### src/sat_pkg.sv
// Constants shared by the serial transmitter and its far-end receiver
package sat_pkg;
   localparam int SAT_DIV_W = 13;
   localparam int SAT_OVERSAMPLE = 16;
   localparam logic [12:0] SAT_DIV_RST = 13'h0004;
   localparam int SAT_FRAME_W = 11;
   localparam logic [3:0] SAT_FRAME_LEN_8 = 4'hA;
   localparam logic [3:0] SAT_FRAME_LEN_9 = 4'hB;
   localparam logic [3:0] SAT_RT_LAST = 4'hF;
   localparam logic [3:0] SAT_RT_MID = 4'h8;
   // Register byte offsets
   localparam logic [7:0] SAT_OFS_BAUD = 8'h00;
   localparam logic [7:0] SAT_OFS_CTRL1 = 8'h04;
   localparam logic [7:0] SAT_OFS_CTRL2 = 8'h08;
   localparam logic [7:0] SAT_OFS_STATUS1 = 8'h0C;
   localparam logic [7:0] SAT_OFS_DATA_HI = 8'h10;
   localparam logic [7:0] SAT_OFS_DATA_LO = 8'h14;
   localparam logic [7:0] SAT_OFS_PORT_OUT = 8'h18;
   localparam logic [7:0] SAT_OFS_PORT_DIR = 8'h1C;
   // Field positions
   localparam int SAT_C1_NINE = 0;
   localparam int SAT_C1_PAR_EN = 1;
   localparam int SAT_C1_PAR_ODD = 2;
   localparam int SAT_C2_TX_EN = 0;
   localparam int SAT_C2_TX_IRQ_EN = 1;
   localparam int SAT_S1_EMPTY = 0;
   localparam int SAT_S1_COMPLETE = 1;
   localparam int SAT_DH_NINTH = 0;
   localparam int SAT_PORT_TX_BIT = 1;
   // Reset values
   localparam logic [2:0] SAT_CTRL1_RST = 3'h0;
   localparam logic [1:0] SAT_CTRL2_RST = 2'h0;
   localparam logic [7:0] SAT_PORT_RST = 8'h00;
endpackage

### src/sat_if.sv
// Serial line between the transmitter end and the far-end receiver
`timescale 1ns/1ns
`default_nettype none
interface sat_if;
   logic txd_o;
   logic txd_oe;
   logic line;
   // Undriven line floats high through the pull-up
   assign line = txd_oe ? txd_o : 1'b1;
   modport dev (output txd_o, output txd_oe);
   modport far (input line);
endinterface
`default_nettype wire

### src/sat_tx_dev.sv
// Serial transmitter with baud generator and APB register file
//
// Contract
// - frame is start, 8/9 data, stop bit
// - ninth bit from data high, kept after sending
// - one 13-bit divisor counter sets bit timing
// - rx clock is clk/div, tx bit per 16
// - baud tick resynchronised before serial logic
// - shift register sends; data regs hold character
// - software enables, reads status, then writes data
// - enable rising loads all-ones preamble, 10/11 bits
// - after preamble load data with start, stop
// - odd/even parity replaces character MSB
// - holding empty set when character moves out
// - interrupt when empty flag and enable set
// - line idles high when nothing shifts
// - disable finishes frame, drops pending, releases pin
// - software waits empty flag before disabling
// - message gap: last byte, wait, toggle enable
// - released pin follows port S bit 1
// - tx and rx share baud tick independently
//
// The APB register port and the address map are this design's own decisions.
`timescale 1ns/1ns
`default_nettype none
module sat_tx_dev
   import sat_pkg::*;
#(
   parameter int DIV_W = SAT_DIV_W
) (
   input wire logic CLOCK,
   input wire logic RST_N,
   input wire logic PSEL,
   input wire logic PENABLE,
   input wire logic PWRITE,
   input wire logic [7:0] PADDR,
   input wire logic [31:0] PWDATA,
   output logic [31:0] PRDATA,
   output logic PREADY,
   output logic PSLVERR,
   output logic IRQ,
   output logic BAUD_RT_TICK,
   sat_if.dev LINK
);
   typedef enum logic {SAT_TX_IDLE, SAT_TX_SHIFT} sat_tx_state_t;

   logic [DIV_W-1:0] baud_divisor_r, cnt_r;
   logic [2:0] ctrl1_r;
   logic [1:0] ctrl2_r;
   logic [7:0] hold_r, port_out_r, port_dir_r;
   logic [3:0] sub_r, bits_left_r, frame_len;
   logic tx_ninth_bit_r, empty_r, complete_r, armed_r, rt_raw_r, rt_sync_r;
   logic en_prev_r, preamble_due_r, txd_o_r, txd_oe_r;
   sat_tx_state_t state_r;
   logic [SAT_FRAME_W-1:0] shreg_r, frame;

   logic tx_enable, nine, access, wr_en, rd_en, mapped, bit_tick, slot, load_pre, load_data;
   logic [8:0] ch9;
   logic [31:0] rd_val;

   assign tx_enable = ctrl2_r[SAT_C2_TX_EN];
   assign nine = ctrl1_r[SAT_C1_NINE];
   assign access = PSEL && PENABLE;
   assign wr_en = access && PREADY && PWRITE;
   assign rd_en = access && PREADY && !PWRITE;
   assign frame_len = nine ? SAT_FRAME_LEN_9 : SAT_FRAME_LEN_8;
   assign bit_tick = rt_sync_r && (sub_r == SAT_RT_LAST);
   assign slot = bit_tick && (state_r == SAT_TX_IDLE || bits_left_r == 4'h1);
   assign load_pre = slot && tx_enable && preamble_due_r;
   assign load_data = slot && tx_enable && !preamble_due_r && !empty_r;

   always_comb begin
      ch9 = {tx_ninth_bit_r, hold_r};
      if (ctrl1_r[SAT_C1_PAR_EN]) begin
         if (nine) begin
            ch9[8] = ctrl1_r[SAT_C1_PAR_ODD] ? ~^hold_r : ^hold_r;
         end else begin
            ch9[7] = ctrl1_r[SAT_C1_PAR_ODD] ? ~^hold_r[6:0] : ^hold_r[6:0];
         end
      end
      // Unused top bit in 8-bit mode is a spare one; the bit count stops before it
      if (nine) begin
         frame = {1'b1, ch9, 1'b0};
      end else begin
         frame = {2'b11, ch9[7:0], 1'b0};
      end
   end

   always_comb begin
      mapped = 1'b1;
      rd_val = 32'h0000_0000;
      case (PADDR)
         SAT_OFS_BAUD: rd_val[DIV_W-1:0] = baud_divisor_r;
         SAT_OFS_CTRL1: rd_val[2:0] = ctrl1_r;
         SAT_OFS_CTRL2: rd_val[1:0] = ctrl2_r;
         SAT_OFS_STATUS1: begin
            rd_val[SAT_S1_EMPTY] = empty_r;
            rd_val[SAT_S1_COMPLETE] = complete_r;
         end
         SAT_OFS_DATA_HI: rd_val[SAT_DH_NINTH] = tx_ninth_bit_r;
         SAT_OFS_DATA_LO: rd_val = 32'h0000_0000;
         SAT_OFS_PORT_OUT: rd_val[7:0] = port_out_r;
         SAT_OFS_PORT_DIR: rd_val[7:0] = port_dir_r;
         default: mapped = 1'b0;
      endcase
   end

   // One wait state: ready and read data are both registered
   always_ff @(posedge CLOCK or negedge RST_N) begin
      if (!RST_N) begin
         PREADY <= 1'b0;
         PRDATA <= 32'h0000_0000;
         PSLVERR <= 1'b0;
      end else begin
         PREADY <= access && !PREADY;
         if (access && !PREADY) begin
            PRDATA <= PWRITE ? 32'h0000_0000 : rd_val;
            PSLVERR <= !mapped;
         end else begin
            PSLVERR <= 1'b0;
         end
      end
   end

   always_ff @(posedge CLOCK or negedge RST_N) begin
      if (!RST_N) begin
         baud_divisor_r <= DIV_W'(SAT_DIV_RST);
         ctrl1_r <= SAT_CTRL1_RST;
         ctrl2_r <= SAT_CTRL2_RST;
         port_out_r <= SAT_PORT_RST;
         port_dir_r <= SAT_PORT_RST;
         tx_ninth_bit_r <= 1'b0;
         hold_r <= 8'h00;
      end else if (wr_en) begin
         case (PADDR)
            SAT_OFS_BAUD: baud_divisor_r <= PWDATA[DIV_W-1:0];
            SAT_OFS_CTRL1: ctrl1_r <= PWDATA[2:0];
            SAT_OFS_CTRL2: ctrl2_r <= PWDATA[1:0];
            SAT_OFS_DATA_HI: tx_ninth_bit_r <= PWDATA[SAT_DH_NINTH];
            SAT_OFS_DATA_LO: hold_r <= PWDATA[7:0];
            SAT_OFS_PORT_OUT: port_out_r <= PWDATA[7:0];
            SAT_OFS_PORT_DIR: port_dir_r <= PWDATA[7:0];
            default: ;
         endcase
      end
   end

   // Status read arms the flag clear; the data write completes it
   always_ff @(posedge CLOCK or negedge RST_N) begin
      if (!RST_N) begin
         armed_r <= 1'b0;
      end else if (wr_en && PADDR == SAT_OFS_DATA_LO) begin
         armed_r <= 1'b0;
      end else if (rd_en && PADDR == SAT_OFS_STATUS1 && empty_r) begin
         armed_r <= 1'b1;
      end
   end

   // Hardware set wins over the software clear in the same cycle
   always_ff @(posedge CLOCK or negedge RST_N) begin
      if (!RST_N) begin
         empty_r <= 1'b1;
      end else if (load_data) begin
         empty_r <= 1'b1;
      end else if (!tx_enable && state_r == SAT_TX_IDLE) begin
         empty_r <= 1'b1;
      end else if (wr_en && PADDR == SAT_OFS_DATA_LO && armed_r) begin
         empty_r <= 1'b0;
      end
   end

   // Baud counter counts down and reloads; divisor zero holds it still
   always_ff @(posedge CLOCK or negedge RST_N) begin
      if (!RST_N) begin
         cnt_r <= '0;
         rt_raw_r <= 1'b0;
      end else if (baud_divisor_r == '0) begin
         cnt_r <= '0;
         rt_raw_r <= 1'b0;
      end else if (cnt_r <= DIV_W'(1)) begin
         cnt_r <= baud_divisor_r;
         rt_raw_r <= 1'b1;
      end else begin
         cnt_r <= cnt_r - DIV_W'(1);
         rt_raw_r <= 1'b0;
      end
   end

   // Extra stage costs a cycle of phase but decouples the counter path
   always_ff @(posedge CLOCK or negedge RST_N) begin
      if (!RST_N) begin
         rt_sync_r <= 1'b0;
         BAUD_RT_TICK <= 1'b0;
         sub_r <= 4'h0;
      end else begin
         rt_sync_r <= rt_raw_r;
         BAUD_RT_TICK <= rt_raw_r;
         if (rt_sync_r) begin
            sub_r <= sub_r + 4'h1;
         end
      end
   end

   always_ff @(posedge CLOCK or negedge RST_N) begin
      if (!RST_N) begin
         en_prev_r <= 1'b0;
         preamble_due_r <= 1'b0;
      end else begin
         en_prev_r <= tx_enable;
         if (tx_enable && !en_prev_r) begin
            preamble_due_r <= 1'b1;
         end else if (load_pre) begin
            preamble_due_r <= 1'b0;
         end
      end
   end

   always_ff @(posedge CLOCK or negedge RST_N) begin
      if (!RST_N) begin
         state_r <= SAT_TX_IDLE;
         shreg_r <= '1;
         bits_left_r <= 4'h0;
         complete_r <= 1'b1;
      end else if (bit_tick) begin
         case (state_r)
            SAT_TX_IDLE, SAT_TX_SHIFT: begin
               if (load_pre) begin
                  shreg_r <= '1;
                  bits_left_r <= frame_len;
                  state_r <= SAT_TX_SHIFT;
                  complete_r <= 1'b0;
               end else if (load_data) begin
                  shreg_r <= frame;
                  bits_left_r <= frame_len;
                  state_r <= SAT_TX_SHIFT;
                  complete_r <= 1'b0;
               end else if (slot) begin
                  state_r <= SAT_TX_IDLE;
                  bits_left_r <= 4'h0;
                  complete_r <= 1'b1;
               end else begin
                  shreg_r <= {1'b1, shreg_r[SAT_FRAME_W-1:1]};
                  bits_left_r <= bits_left_r - 4'h1;
               end
            end
            default: state_r <= SAT_TX_IDLE;
         endcase
      end
   end

   always_ff @(posedge CLOCK or negedge RST_N) begin
      if (!RST_N) begin
         txd_o_r <= 1'b1;
         txd_oe_r <= 1'b0;
         IRQ <= 1'b0;
      end else begin
         IRQ <= empty_r && ctrl2_r[SAT_C2_TX_IRQ_EN];
         if (state_r == SAT_TX_SHIFT) begin
            txd_o_r <= shreg_r[0];
            txd_oe_r <= 1'b1;
         end else if (tx_enable) begin
            txd_o_r <= 1'b1;
            txd_oe_r <= 1'b1;
         end else begin
            txd_o_r <= port_out_r[SAT_PORT_TX_BIT];
            txd_oe_r <= port_dir_r[SAT_PORT_TX_BIT];
         end
      end
   end

   assign LINK.txd_o = txd_o_r;
   assign LINK.txd_oe = txd_oe_r;
endmodule // sat_tx_dev
`default_nettype wire

### src/flat_wrapper.sv
// flat-port wrapper written by rule: the top's interface ports become plain ports
module sat_tx_dev_flat import sat_pkg::*;
#(
   parameter int DIV_W = SAT_DIV_W
)
  (CLOCK, RST_N, PSEL, PENABLE, PWRITE, PADDR, PWDATA, PRDATA, PREADY, PSLVERR, IRQ, BAUD_RT_TICK, LINK_txd_o, LINK_txd_oe);
  sat_if LINK_i ();
  input wire logic CLOCK;
  input wire logic RST_N;
  input wire logic PSEL;
  input wire logic PENABLE;
  input wire logic PWRITE;
  input wire logic [7:0] PADDR;
  input wire logic [31:0] PWDATA;
  output logic [31:0] PRDATA;
  output logic PREADY;
  output logic PSLVERR;
  output logic IRQ;
  output logic BAUD_RT_TICK;
  output wire logic [$bits(LINK_i.txd_o)-1:0] LINK_txd_o;
  output wire logic [$bits(LINK_i.txd_oe)-1:0] LINK_txd_oe;
  assign LINK_txd_o = LINK_i.txd_o;
  assign LINK_txd_oe = LINK_i.txd_oe;
  sat_tx_dev #(.DIV_W(DIV_W)) u_core (.CLOCK(CLOCK), .RST_N(RST_N), .PSEL(PSEL), .PENABLE(PENABLE), .PWRITE(PWRITE), .PADDR(PADDR), .PWDATA(PWDATA), .PRDATA(PRDATA), .PREADY(PREADY), .PSLVERR(PSLVERR), .IRQ(IRQ), .BAUD_RT_TICK(BAUD_RT_TICK), .LINK(LINK_i));
endmodule
### config.mk
export PLATFORM = sky130hd
export DESIGN_NAME = sat_tx_dev_flat
export DESIGN_NICKNAME = d
export VERILOG_FILES = /design/src/sat_pkg.sv /design/src/sat_if.sv /design/src/sat_tx_dev.sv /design/src/flat_wrapper.sv
export SDC_FILE = /design/constraint.sdc
export NUM_CORES = 1
export LEC_CHECK = 0
export BUFFER_PORTS_ARGS = -buffer_cell sky130_fd_sc_hd__buf_2
export CORE_ASPECT_RATIO = 1.75
export CORE_MARGIN = 4
export CORE_UTILIZATION = 50
export DETAILED_ROUTE_END_ITERATION = 6
export PLACE_DENSITY = 0.72
export SETUP_SLACK_MARGIN = 0.2
export SLEW_MARGIN = 20
export SYNTH_ARGS = -nofsm -noshare
export SYNTH_HDL_FRONTEND = slang
export SYNTH_SLANG_ARGS = --single-unit
### constraint.sdc
create_clock -name CLOCK -period 3.6 [get_ports CLOCK]
set_clock_uncertainty 0.15 [all_clocks]
set_input_delay 0.54 -clock CLOCK [delete_from_list [all_inputs] [get_ports CLOCK]]
set_output_delay 0.54 -clock CLOCK [all_outputs]
set_load 0.02 [all_outputs]
After elaboration in Yosys (flattened, before gate mapping). Cells that the tools add are included.

Order comparisons: 1. Add/subtract/negate cells: 3. Muxes and demuxes: 42. Bitwise gates (word level): 1. Reductions and logical operators: 46. Eq/ne operators: 10.

Operator list (number): $mux 13 (3); $mux 11 (3); $eq 8x5->1 const B (4); $mux 1 (26); $logic_and 1x1->1 (18); $reduce_and 2->1 (9); $eq 8x4->1 const B (2); $pmux 5 s3 (1); $le 13x1->1 const B (1); $logic_not 13->1 (1); $sub 13x1->13 const B (1); $mux 4 (3); $mux 10 (1); $eq 8x3->1 const B (1); $logic_not 8->1 (1); $reduce_or 8->1 (1); $reduce_xnor 8->1 (1); $reduce_xor 8->1 (1); $logic_not 1->1 (7); $pmux 1 s7 (1); $reduce_xnor 7->1 (1); $reduce_xor 7->1 (1); $pmux 1 s6 (1); $reduce_bool 3->1 (2); 11 further kinds (12).

Output and inout port bits: 38. Input bits: 45. Flip-flop bits (word level): 120.

Longest topological paths before layout. Gate-level depths: netlist of the first run.

Word-level depth: 8. Depth in mapped cells: 8. Gate-level depth less buffers: 7.

Worst setup path before layout of the first run. No wires, ideal clock.

Kind: register to register. Start: register u_core.cnt_r[7]. End: register u_core.cnt_r[3]. Setup time: 96 ps. Setup slack: 1185 ps. Data arrival time: 2169 ps. Path buffers: 2. Period minus slack after synthesis: 2415 ps. Cell stages (with the launch flop): 7. Cell sequence: dfrtp_1 -> or4_4 -> or4_1 -> or3_1 -> buf_6 -> buf_8 -> a311oi_2.

Word-level cells in the longest chain between the ends: 3.

RTL lines: start, declared (RTL line sat_tx_dev.sv:47) `logic [DIV_W-1:0] baud_divisor_r, cnt_r;`; start signal, assigned (RTL line sat_tx_dev.sv:181) `cnt_r <= baud_divisor_r;`; start signal, assigned (RTL line sat_tx_dev.sv:184) `cnt_r <= cnt_r - DIV_W'(1);`; $le 13x1->1 (RTL line sat_tx_dev.sv:180) `end else if (cnt_r <= DIV_W'(1)) begin`; $mux 13 (RTL line sat_tx_dev.sv:180); $mux 13 (RTL line sat_tx_dev.sv:177) `end else if (baud_divisor_r == '0) begin`.

Every way passes these cells. A chain may end at the register's enable or synchronous reset.

Final worst setup path of the first run.
Start: register u_core.cnt_r[6]. End: register u_core.cnt_r[1].

Same word-level chain as after synthesis.

==> impl_metrics.csv, run 1 <==
group,metric,value,unit
status,status,"finished, final reports clean",
clock_network,numCtsBuffers,9,
floorplanning,core_area,0.00941,mm2
timing,hold_viol,0,
layout,num_antenna_cells,0,
grt,antenna_found_initial,0,
floorplanning,num_rows,47,
clock_network,clockBufferDepth,2,
power,p_leak,0.00244,uW
power,netSwitchingFraction,23.6,%
power,p_sw,506,uW
floorplanning,die_h,137,um
floorplanning,die_area,0.0112,mm2
worst_setup_path,timing.critical_path.from,"u_core.cnt_r[6]",
clock_network,cts_resized,0,
timing,finalSetupViolCount,0,
grt,met3_usage,3.73,%
route,dr.pass1.iters,4,
grt,grtUsageMet1,21.0,%
clock_network,clock_sinks,100,
route,final_antenna_net_count,0,
route,drt_iter0_drc,144,
clock_network,cts_hold_buffers,0,
timing,period_minus_slack,2760,ps
clock_network,root_buffer,"clkbuf_16",
worst_setup_path,cp_max_fo,25,
timing,clock.fmax,0.362,GHz
timing,fin_setup_tns,0,ps
logic_synthesis,ys_warn_count,0,
worst_setup_path,cp-start-kind,"flop",
floorplanning,initial_core_util,50.8,%
floorplanning,ios,83,
clock_network,cts_tree,"yes",
grt,grt_pass1_wl,16.9,mm
timing,final.period_utilization,76.7,%
floorplanning,die_w,81.9,um
clock_network,worstSkewPairLatency,350,ps
worst_setup_path,r2r_cells,5,
worst_setup_path,r2r_end,"u_core.cnt_r[1]",
logic_synthesis,synth-seq-cells,100,
worst_setup_path,critPathCaptureType,"flop",
timing,worst_pin_slew,913,ps
worst_setup_path,ff2ff_setup_slack,840,ps
worst_setup_path,path_buf_inv,0,
logic_synthesis,post_synth_instance_area,0.00478,mm2
route,routed_wl,10.3,mm
grt,overflow,0,
logic_synthesis,synth_cells,427,
power,p_clk_share,41.0,%
power,ir_drop,0.266,mV
placement,dp_hpwl,7.77,mm
grt,grt-busiest-layer,"met2",
grt,grt_use_met2,35.9,%
layout,synthToLayoutAreaGrowth,11.5,%
worst_setup_path,cp.required,3650,ps
clock_network,clk_pin_slew_worst_paths,70,ps
timing,slew_viol_final,0,
job,cap_violations,0,
route,drc_errors,0,
grt,grt_use_total,20.1,%
layout,drive_above_1_share,26.7,%
logic_synthesis,synth_edf_count,0,
worst_setup_path,cp.arrival,2810,ps
power,powerDensity,402,mW/mm2
worst_setup_path,path_class,"flop to flop",
worst_setup_path,critPathSlowestCell,"or3_1",
timing,hold_ws,62.0,ps
power,p_int,1640,uW
power,combPwrFrac,5.3,%
grt,grt_pass1_vias,3502,
logic_synthesis,yosysSeqAreaShare,52.8,%
logic_synthesis,synthArstFlopShare,100,%
logic_synthesis,ys.flop_type,"dfrtp_1",
clock_network,htree_num_levels,3,
layout,nets,524,
worst_setup_path,cp_cell_sequence,"or4_4 > or4_1 > or3_1 > nor2_1 > a211oi_2",
grt,grt_max_degree,51,
route,wire_per_inst,17.2,um
placement,io_buffer_count,44,
route,vias_per_cell,5.69,
timing,rsz0062_at_grt,"false",
layout,nFillCells,814,
power,seqPwrFrac,53.7,%
worst_setup_path,critical_path.max_stage_delay,720,ps
placement,place.gp.congestion,0.873,
worst_hold_path,hold_path.class,"input pin to asynchronous set/reset pin",
worst_setup_path,r2r-start,"u_core.cnt_r[6]",
logic_synthesis,synthDistinctLibCells,49,
clock_network,cts_setup_buffers,0,
worst_setup_path,crit_family,"simple AND/OR/NAND/NOR gates",
route,vias,3420,
logic_synthesis,syn_avg_cell_area,11.2,um2
timing,max_slew_margin,38.7,%
## worst reg2reg max path, delay by kind of cell, from the launching register on
family | cells | cell delay [ps]
AND/OR/NAND/NOR | 4 | 2000
AO/OA/AOI/OAI | 1 | 70
flip-flops | 1 | 410
## registers in the layout, summed over array words and instances, names as in the netlist, 2 cells and up
| signal | count |
|---|---|
| u_core.port_dir_r | 8 |
| u_core.hold_r | 8 |
| u_core.shreg_r | 10 |
| u_core.ctrl2_r | 2 |
| u_core.PRDATA | 13 |
| u_core.cnt_r | 13 |
| u_core.sub_r | 4 |
| u_core.port_out_r | 8 |
| u_core.baud_divisor_r | 13 |
| u_core.ctrl1_r | 3 |
| u_core.bits_left_r | 4 |
## stage by stage
stage | setup slack [ps] | util [%] | total power [uW] | std cells | instance area [um2]
5_1_grt | 675 | 56.6 | 2220 | 601 | 5330
2_1_floorplan | 1190 | - | 1240 | 445 | 4840
6_report | 839 | 56.6 | 2140 | 601 | 5330
4_1_cts | 825 | 56.6 | 2160 | 601 | 5330
3_3_place_gp | 871 | 53.7 | 1280 | 585 | 5060
3_5_place_dp | 873 | 53.7 | 1290 | 585 | 5060
## area by class of cell
| type | count | area [um2] | area share (%) |
|---|---|---|---|
| flip-flops and latches | 100 | 2520 | 47.3 |
| multi-input cells | 295 | 2040 | 38.4 |
| repair buffers | 51 | 275 | 5.17 |
| clock buffers | 10 | 229 | 4.30 |
| well taps | 122 | 153 | 2.87 |
| inverters | 17 | 63.8 | 1.20 |
| clock inverters | 6 | 41.3 | 0.775 |
## worst max path at each step
stage | end | slack (ps) | cells after the start
global route | u_core.cnt_r[5] | 670 | 4
finish | u_core.cnt_r[1] | 840 | 5
floorplan | u_core.cnt_r[3] | 1190 | 6
CTS | u_core.cnt_r[5] | 830 | 4
detailed placement | u_core.cnt_r[1] | 870 | 5
global placement | u_core.cnt_r[3] | 870 | 5
## power by group through the flow
| stage | logic (uW) | clock network [uW] | registers [uW] |
|---|---|---|---|
| finish | 115 | 878 | 1150 |
| CTS | 116 | 897 | 1150 |
| global placement | 112 | 0 | 1170 |
| detailed placement | 116 | 0 | 1170 |
| global route | 130 | 940 | 1150 |
| floorplan | 69.1 | 0 | 1170 |
## cell usage in the layout, fill, tap and decap left out, types with 9 or more instances in the layout
cell | synthesis | final
nor2_1 | 36 | 36
inv_1 | 17 | 17
dfrtp_1 | 86 | 86
clkbuf_16 | 0 | 9
o21ai_0 | 26 | 26
mux2_2 | 43 | 43
a21oi_1 | 10 | 10
dfstp_2 | 14 | 14
conb_1 | 1 | 19
buf_2 | 0 | 43
a211oi_1 | 9 | 9
nand2_1 | 22 | 22
xnor2_1 | 16 | 16
nor3_1 | 15 | 15
## cell usage after synthesis (all sizes together) (3+ instances only)
library cell	n	area (um2)
nor2b	3	18.8
xor2	3	26.3
buf	22	180
o21a	6	45.0
nor4	6	37.5
ha	5	62.6
nor3	15	75.1
dfrtp	86	2150
nand3	7	35.0
or4	3	26.3
or3	5	31.3
inv	17	63.8
a22oi	7	52.6
nand4	4	25.0
clkbuf	11	41.3
a22o	6	52.6
nand3b	4	30.0
nand2	22	82.6
nor2	36	135
dfstp	14	368
mux2i	5	50.1
a21oi	10	50.1
a211oi	11	92.6
mux2	43	484
o221ai	8	70.1
o21ai	27	135
and2	3	18.8
xnor2	16	140
o31ai	4	30.0
## cells by family (layout without fill, tap and decap cells)
| family | Yosys count | in the layout | synth area share [%] |
|---|---|---|---|
| AOI/OAI and AO/OA | 91 | 91 | 13.3 |
| xor gates and xnor gates | 20 | 20 | 3.98 |
| adders and majority gates | 5 | 5 | 1.31 |
| buffers and inverters | 50 | 84 | 5.97 |
| DFF | 100 | 100 | 52.8 |
| muxes | 48 | 48 | 11.2 |
| other | 1 | 19 | 0.0785 |
| and+or+nand+nor | 112 | 112 | 11.4 |
## routing by layer
layer,vias to the layer above,part of all wire [%]
met1,1713,37
met5,-,0
li1,1598,-
met4,0,4.3
met3,33,3.3
met2,76,55
Note: power is estimated with default switching activity, not from simulation.
==> run 2, diff against run 1 <==
--- a/config.mk
+++ b/config.mk
@@ -10,7 +10,7 @@
 export CORE_MARGIN = 4
 export CORE_UTILIZATION = 50
 export DETAILED_ROUTE_END_ITERATION = 6
-export PLACE_DENSITY = 0.72
+export PLACE_DENSITY = 0.75
 export SETUP_SLACK_MARGIN = 0.2
 export SLEW_MARGIN = 20
 export SYNTH_ARGS = -nofsm -noshare
==> constraint.sdc (replaced) <==
create_clock -name CLOCK -period 2.49 [get_ports CLOCK]
set_clock_uncertainty 0.15 [all_clocks]
set_input_delay 0.3735 -clock CLOCK [delete_from_list [all_inputs] [get_ports CLOCK]]
set_output_delay 0.3735 -clock CLOCK [all_outputs]
set_load 0.02 [all_outputs]
==> run 2 against run 1 <==
Net effect: the flow now finishes with violations (setup timing); sequential power grew 44%; cell count grew 2.8%; sequential share of layout area shrank 2.7 points; global-route usage grew 0.67 points; flip-flop and latch count is the same; cell area grew 6.1%; fmax grew 8.5%; worst setup slack lost 890 ps; clock power grew 75%; register-to-register slack lost 890 ps; wire length grew 5.4%; die area is the same; critical endpoint is now u_core.cnt_r[5].
==> impl_metrics.csv, run 2 (same netlist as run 1, synthesis figures left out) <==
group,metric,value,unit
floorplanning,core_area,0.00941,mm2
floorplanning,ios,83,
timing,hold_viol,0,
placement,place_area,0.00518,mm2
timing,finalSetupViolCount,1,
placement,io_buffer_count,44,
grt,grt_pass1_vias,3485,
floorplanning,die_h,137,um
floorplanning,num_rows,47,
clock_network,numCtsBuffers,9,
timing,period_minus_slack,2550,ps
worst_setup_path,critPathCaptureType,"flop",
grt,grt_use_total,20.8,%
layout,num_antenna_cells,0,
grt,grt_use_met2,37.2,%
timing,final.period_utilization,102,%
timing,rsz0062_at_grt,"true",
route,drt_iter0_drc,195,
grt,grt-busiest-layer,"met2",
route,vias,3473,
worst_setup_path,crit_family,"simple AND/OR/NAND/NOR gates",
route,routed_wl,10.9,mm
clock_network,worstSkewPairLatency,350,ps
layout,largestRegisters,"u_core.PRDATA x13, u_core.baud_divisor_r x13, u_core.cnt_r x13",
placement,dp_cells,597,
timing,slew_viol_final,0,
clock_network,root_buffer,"clkbuf_16",
grt,overflow,0,
clock_network,clockBufferDepth,2,
floorplanning,die_area,0.0112,mm2
worst_setup_path,path_buf_inv,1,
worst_setup_path,critPathSlowestCell,"or4_4",
route,drc_errors,0,
worst_hold_path,hold_path.class,"input pin to flop",
layout,nFillCells,779,
route,final_antenna_net_count,0,
layout,synthToLayoutAreaGrowth,18.3,%
layout,design_area,0.00565,mm2
grt,grt_max_degree,42,
route,dr.pass1.iters,4,
layout,drive_above_1_share,33.3,%
floorplanning,die_w,81.9,um
clock_network,clock_sinks,100,
placement,place.gp.congestion,0.829,
layout,layout_commonest_cell,"dfrtp_1",
status,status,"complete, but fails checks",
worst_setup_path,cp.arrival,2640,ps
worst_setup_path,path_class,"flop to flop",
grt,grtUsageMet1,22.4,%
placement,post-place-ws,1.28,ps
timing,max_slew_margin,65.2,%
worst_setup_path,cp_common_cell,"or4_4",
grt,grt_pass1_wl,17.5,mm
power,p_leak,0.00259,uW
worst_setup_path,cp.required,2580,ps
worst_setup_path,cp_cell_sequence,"or4_4 > or4_4 > or3_4 > clkbuf_16 > a211oi_1",
power,powerDensity,598,mW/mm2
placement,dp_hpwl,7.99,mm
clock_network,clk_pin_slew_worst_paths,70,ps
layout,multiInputGateArea,0.00213,mm2
status,violations,"setup timing",
route,vias_per_cell,5.62,
grt,met3_usage,4.65,%
timing,hold_ws,106,ps
clock_network,cts_tree,"yes",
power,ir_drop,0.370,mV
layout,seqCellArea,0.00252,mm2
route,wire_per_inst,17.6,um
worst_setup_path,cp_max_fo,8,
grt,antenna_found_initial,0,
layout,nets,541,
clock_network,htree_num_levels,3,
worst_setup_path,critical_path.max_stage_delay,570,ps
timing,worst_slack,-55.2,ps
timing,clock.fmax,0.393,GHz
timing,worst_pin_slew,522,ps
worst_setup_path,cp-start-kind,"flop",
floorplanning,initial_core_util,50.8,%
layout,mostFrequentLayoutCells,"86 x dfrtp_1, 43 x mux2_2, 43 x buf_2",
layout,finalNonFillerCells,618,
job,cap_violations,0,
## run 2: cell count changes in the layout (fill, tap and decap cells not counted), sizes merged
cell         previous run  this run
clkinvlp                3         1
dlygate4sd3             0         1
clkinv                  3         0
bufinv                  0         2
buf                    51        66
clkbuf                 10        14
## run 2: area by class of cell
type	count	share of cell area, %
sequential	100	44.6
tap	122	2.70
clock buffer	13	4.78
clock inverter	3	1.20
inverter	17	1.13
timing repair buffer	68	7.99
multi-input combinational	295	37.6
## run 2: report_power, final
| group | internal (uW) | switching, uW | leakage, uW |
|---|---|---|---|
| Sequential | 1650 | 16.7 | 0.00131 |
| Combinational | 52.9 | 123 | 0.00111 |
| Clock | 963 | 578 | 0.000162 |
| Total | 2660 | 718 | 0.00259 |
## run 2: path summary, 6_finish.rpt
path | startpoint | slack [ps] | to | depth (start not counted)
worst max-delay path | u_core.cnt_r[5] | -60 | u_core.cnt_r[5] | 5
worst min-delay path | PWDATA[12] | 110 | u_core.baud_divisor_r[12] | 2
worst max register to register | u_core.cnt_r[5] | -60 | u_core.cnt_r[5] | 5
worst min register to register | u_core.rt_raw_r | 250 | u_core.BAUD_RT_TICK | 0
max in group asynchronous | RST_N | 1120 | u_core.armed_r | 3
min in group asynchronous | RST_N | 370 | u_core.bits_left_r[2] | 2
## run 2: metal layers
metal | vias to the layer above | part of all wire, %
li1 | 1630 | -
met1 | 1759 | 36
met2 | 64 | 57
met3 | 20 | 3.5
met4 | 0 | 3.3
met5 | - | 0
## run 2: what timing repair did
item / 4_1_cts / 5_1_grt
cloned: 0 / 1
buffers inserted: 2 / 1
endpoints found under the hold margin: 25 / 0
pin swaps: 1 / 5
resized for setup: 13 / 8
hold buffers: 1 / 0
endpoints found under the setup margin: 13 / 12
## run 2: worst reg2reg max path, delay by kind of cell, from the launching register on
kind / cells / cell delay [ps]
buffers and inverters: 1 / 190
and+or+nand+nor: 3 / 1460
DFF: 1 / 390
AOI/OAI and AO/OA: 1 / 250
## run 2: through the flow
| stage | TNS, ps | util (%) | total power, uW |
|---|---|---|---|
| after floorplan | 0 | - | 1790 |
| after global placement | 0 | 55.1 | 1860 |
| after detailed placement | 0 | 55.1 | 1860 |
| after CTS | 0 | 59.4 | 3400 |
| after global routing | -75.9 | 60.1 | 3490 |
| final | -55.2 | 60.1 | 3380 |
==> run 3, diff against run 2 <==
--- a/config.mk
+++ b/config.mk
@@ -8,9 +8,8 @@
 export BUFFER_PORTS_ARGS = -buffer_cell sky130_fd_sc_hd__buf_2
 export CORE_ASPECT_RATIO = 1.75
 export CORE_MARGIN = 4
-export CORE_UTILIZATION = 50
+export CORE_UTILIZATION = 25
 export DETAILED_ROUTE_END_ITERATION = 6
-export PLACE_DENSITY = 0.75
 export SETUP_SLACK_MARGIN = 0.2
 export SLEW_MARGIN = 20
 export SYNTH_ARGS = -nofsm -noshare
==> constraint.sdc (replaced) <==
create_clock -name CLOCK -period 2.49 [get_ports CLOCK]
set_clock_uncertainty 0.15 [all_clocks]
set_input_delay 0.249 -clock CLOCK [delete_from_list [all_inputs] [get_ports CLOCK]]
set_output_delay 0.249 -clock CLOCK [all_outputs]
set_load 0.02 [all_outputs]
==> run 3 against run 2 <==
Net effect: the run now ends clean; sequential share of layout area is 1.2 points lower; first-iteration DRC count is 45% lower; clock-buffer cell count is 2 lower; global-route usage is 9.5 points lower; sequential power hardly changed; utilization is 29 points lower; via count is 0.92% higher; combinational power is 5% higher; hold slack worse by 86 ps; largest cell class unchanged.
==> impl_metrics.csv, run 3 (same netlist as run 1, synthesis figures left out) <==
group,metric,value,unit
worst_setup_path,cp-start-kind,"flop",
worst_setup_path,critPathCaptureType,"flop",
worst_setup_path,path_class,"flop to flop",
floorplanning,die_w,112,um
route,drt_iter0_drc,108,
timing,rsz0062_at_grt,"true",
clock_network,root_buffer,"clkbuf_16",
grt,overflow,0,
worst_setup_path,cp_max_fo,7,
layout,mostFrequentLayoutCells,"86 x dfrtp_1, 43 x mux2_2, 43 x buf_2",
power,powerDensity,558,mW/mm2
floorplanning,die_h,191,um
timing,final.period_utilization,99.3,%
clock_network,htree_num_levels,3,
route,final_antenna_net_count,0,
placement,place.gp.congestion,0.815,
timing,max_slew_margin,63.0,%
grt,grt_max_degree,67,
power,p_total,3240,uW
placement,dp_hpwl,8.93,mm
layout,nets,546,
worst_setup_path,cp.required,2600,ps
power,p_leak,0.00259,uW
grt,antenna_found_initial,2,
route,routed_wl,11.6,mm
grt,grt_pass1_vias,3775,
layout,largestRegisters,"u_core.PRDATA x13, u_core.baud_divisor_r x13, u_core.cnt_r x13",
timing,clock.fmax,0.404,GHz
job,cap_violations,0,
layout,synthToLayoutAreaGrowth,21.7,%
timing,hold_ws,20.1,ps
timing,worst_pin_slew,555,ps
layout,drive_above_1_share,32.1,%
floorplanning,die_area,0.0215,mm2
clock_network,cts_tree,"yes",
clock_network,clockBufferDepth,2,
layout,final_util,31.1,%
floorplanning,initial_core_util,25.6,%
grt,grt_pass1_wl,19.3,mm
route,drc_errors,0,
floorplanning,num_rows,66,
timing,period_minus_slack,2470,ps
clock_network,clk_pin_slew_worst_paths,70,ps
clock_network,clock_sinks,100,
status,status,"finished, final reports clean",
clock_network,worstSkewPairLatency,340,ps
worst_setup_path,cp.arrival,2580,ps
floorplanning,ios,83,
worst_hold_path,hold_path.class,"input pin to flop",
placement,io_buffer_count,44,
route,vias,3505,
floorplanning,core_area,0.0187,mm2
clock_network,numCtsBuffers,9,
timing,finalSetupViolCount,0,
timing,hold_viol,0,
power,ir_drop,0.279,mV
route,dr.pass1.iters,7,
layout,nFillCells,1910,
route,wire_per_inst,15.7,um
layout,layout_commonest_cell,"dfrtp_1",
timing,slew_viol_final,0,
grt,grt_use_total,11.3,%
route,vias_per_cell,4.74,
-- run 3: metal layers --
metal  part of all wire (%)  up-vias  GRT usage (%)
met5                  0.060        -              0
met4                    3.5        2           5.32
met3                    3.6       25           2.48
met2                     60       62           22.7
met1                     33     1777           10.6
li1                       -     1639              -
-- run 3: final cells by class --
cell class / instances / area, um2 / area share [%]
Clock buffer: 11 / 243 / 4.18
Sequential cell: 100 / 2520 / 43.3
Inverter: 17 / 63.8 / 1.10
Multi-Input combinational cell: 295 / 2130 / 36.6
Antenna cell: 1 / 2.50 / 0.0430
Timing Repair Buffer: 73 / 499 / 8.59
Clock inverter: 5 / 58.8 / 1.01
Tap cell: 238 / 298 / 5.12
-- run 3: per-stage QoR --
stage	setup WS (ps)	area (um2)	std cells	TNS, ps
after floorplan	75.1	4850	445	0
after global placement	40.9	5320	712	0
after detailed placement	-50.0	5320	712	-50.0
after CTS	-9.41	5770	738	-9.41
after global routing	-34.2	5810	739	-106
final	16.4	5810	740	0
-- run 3: power breakdown --
| group | internal (uW) | total (uW) | switching, uW | leakage, uW |
|---|---|---|---|---|
| Clock | 808 | 1400 | 588 | 0.000142 |
| Sequential | 1640 | 1660 | 18.4 | 0.00131 |
| Combinational | 58.1 | 184 | 126 | 0.00113 |
| Total | 2510 | 3240 | 732 | 0.00259 |
-- run 3: critical path: stages, from the launching register on --
cell      delay (ps)
dfrtp_1          390
or4_4            560
or4_4            430
or3_4            410
buf_6            130
buf_8            130
a211oi_2         200
-- run 3: timing repair --
item                       in CTS  in global routing
hold endpoints to repair       36                  0
gates resized for setup        15                  8
gates cloned                    0                  0
setup buffers                   4                  1
setup endpoints to repair      13                 20
hold buffers                    6                  0
pin swaps                       2                  2
-- run 3: path summary, 6_finish.rpt --
kind | start | end | slack, ps | cells past startpoint
hold / removal | PWRITE | u_core.armed_r | 20 | 2
setup reg to reg | u_core.cnt_r[5] | u_core.cnt_r[10] | 20 | 6
setup / recovery | u_core.cnt_r[5] | u_core.cnt_r[10] | 20 | 6
hold reg to reg | u_core.rt_raw_r | u_core.BAUD_RT_TICK | 240 | 0
max in group asynchronous | RST_N | u_core.shreg_r[7] | 1180 | 3
min in group asynchronous | RST_N | u_core.bits_left_r[2] | 250 | 2
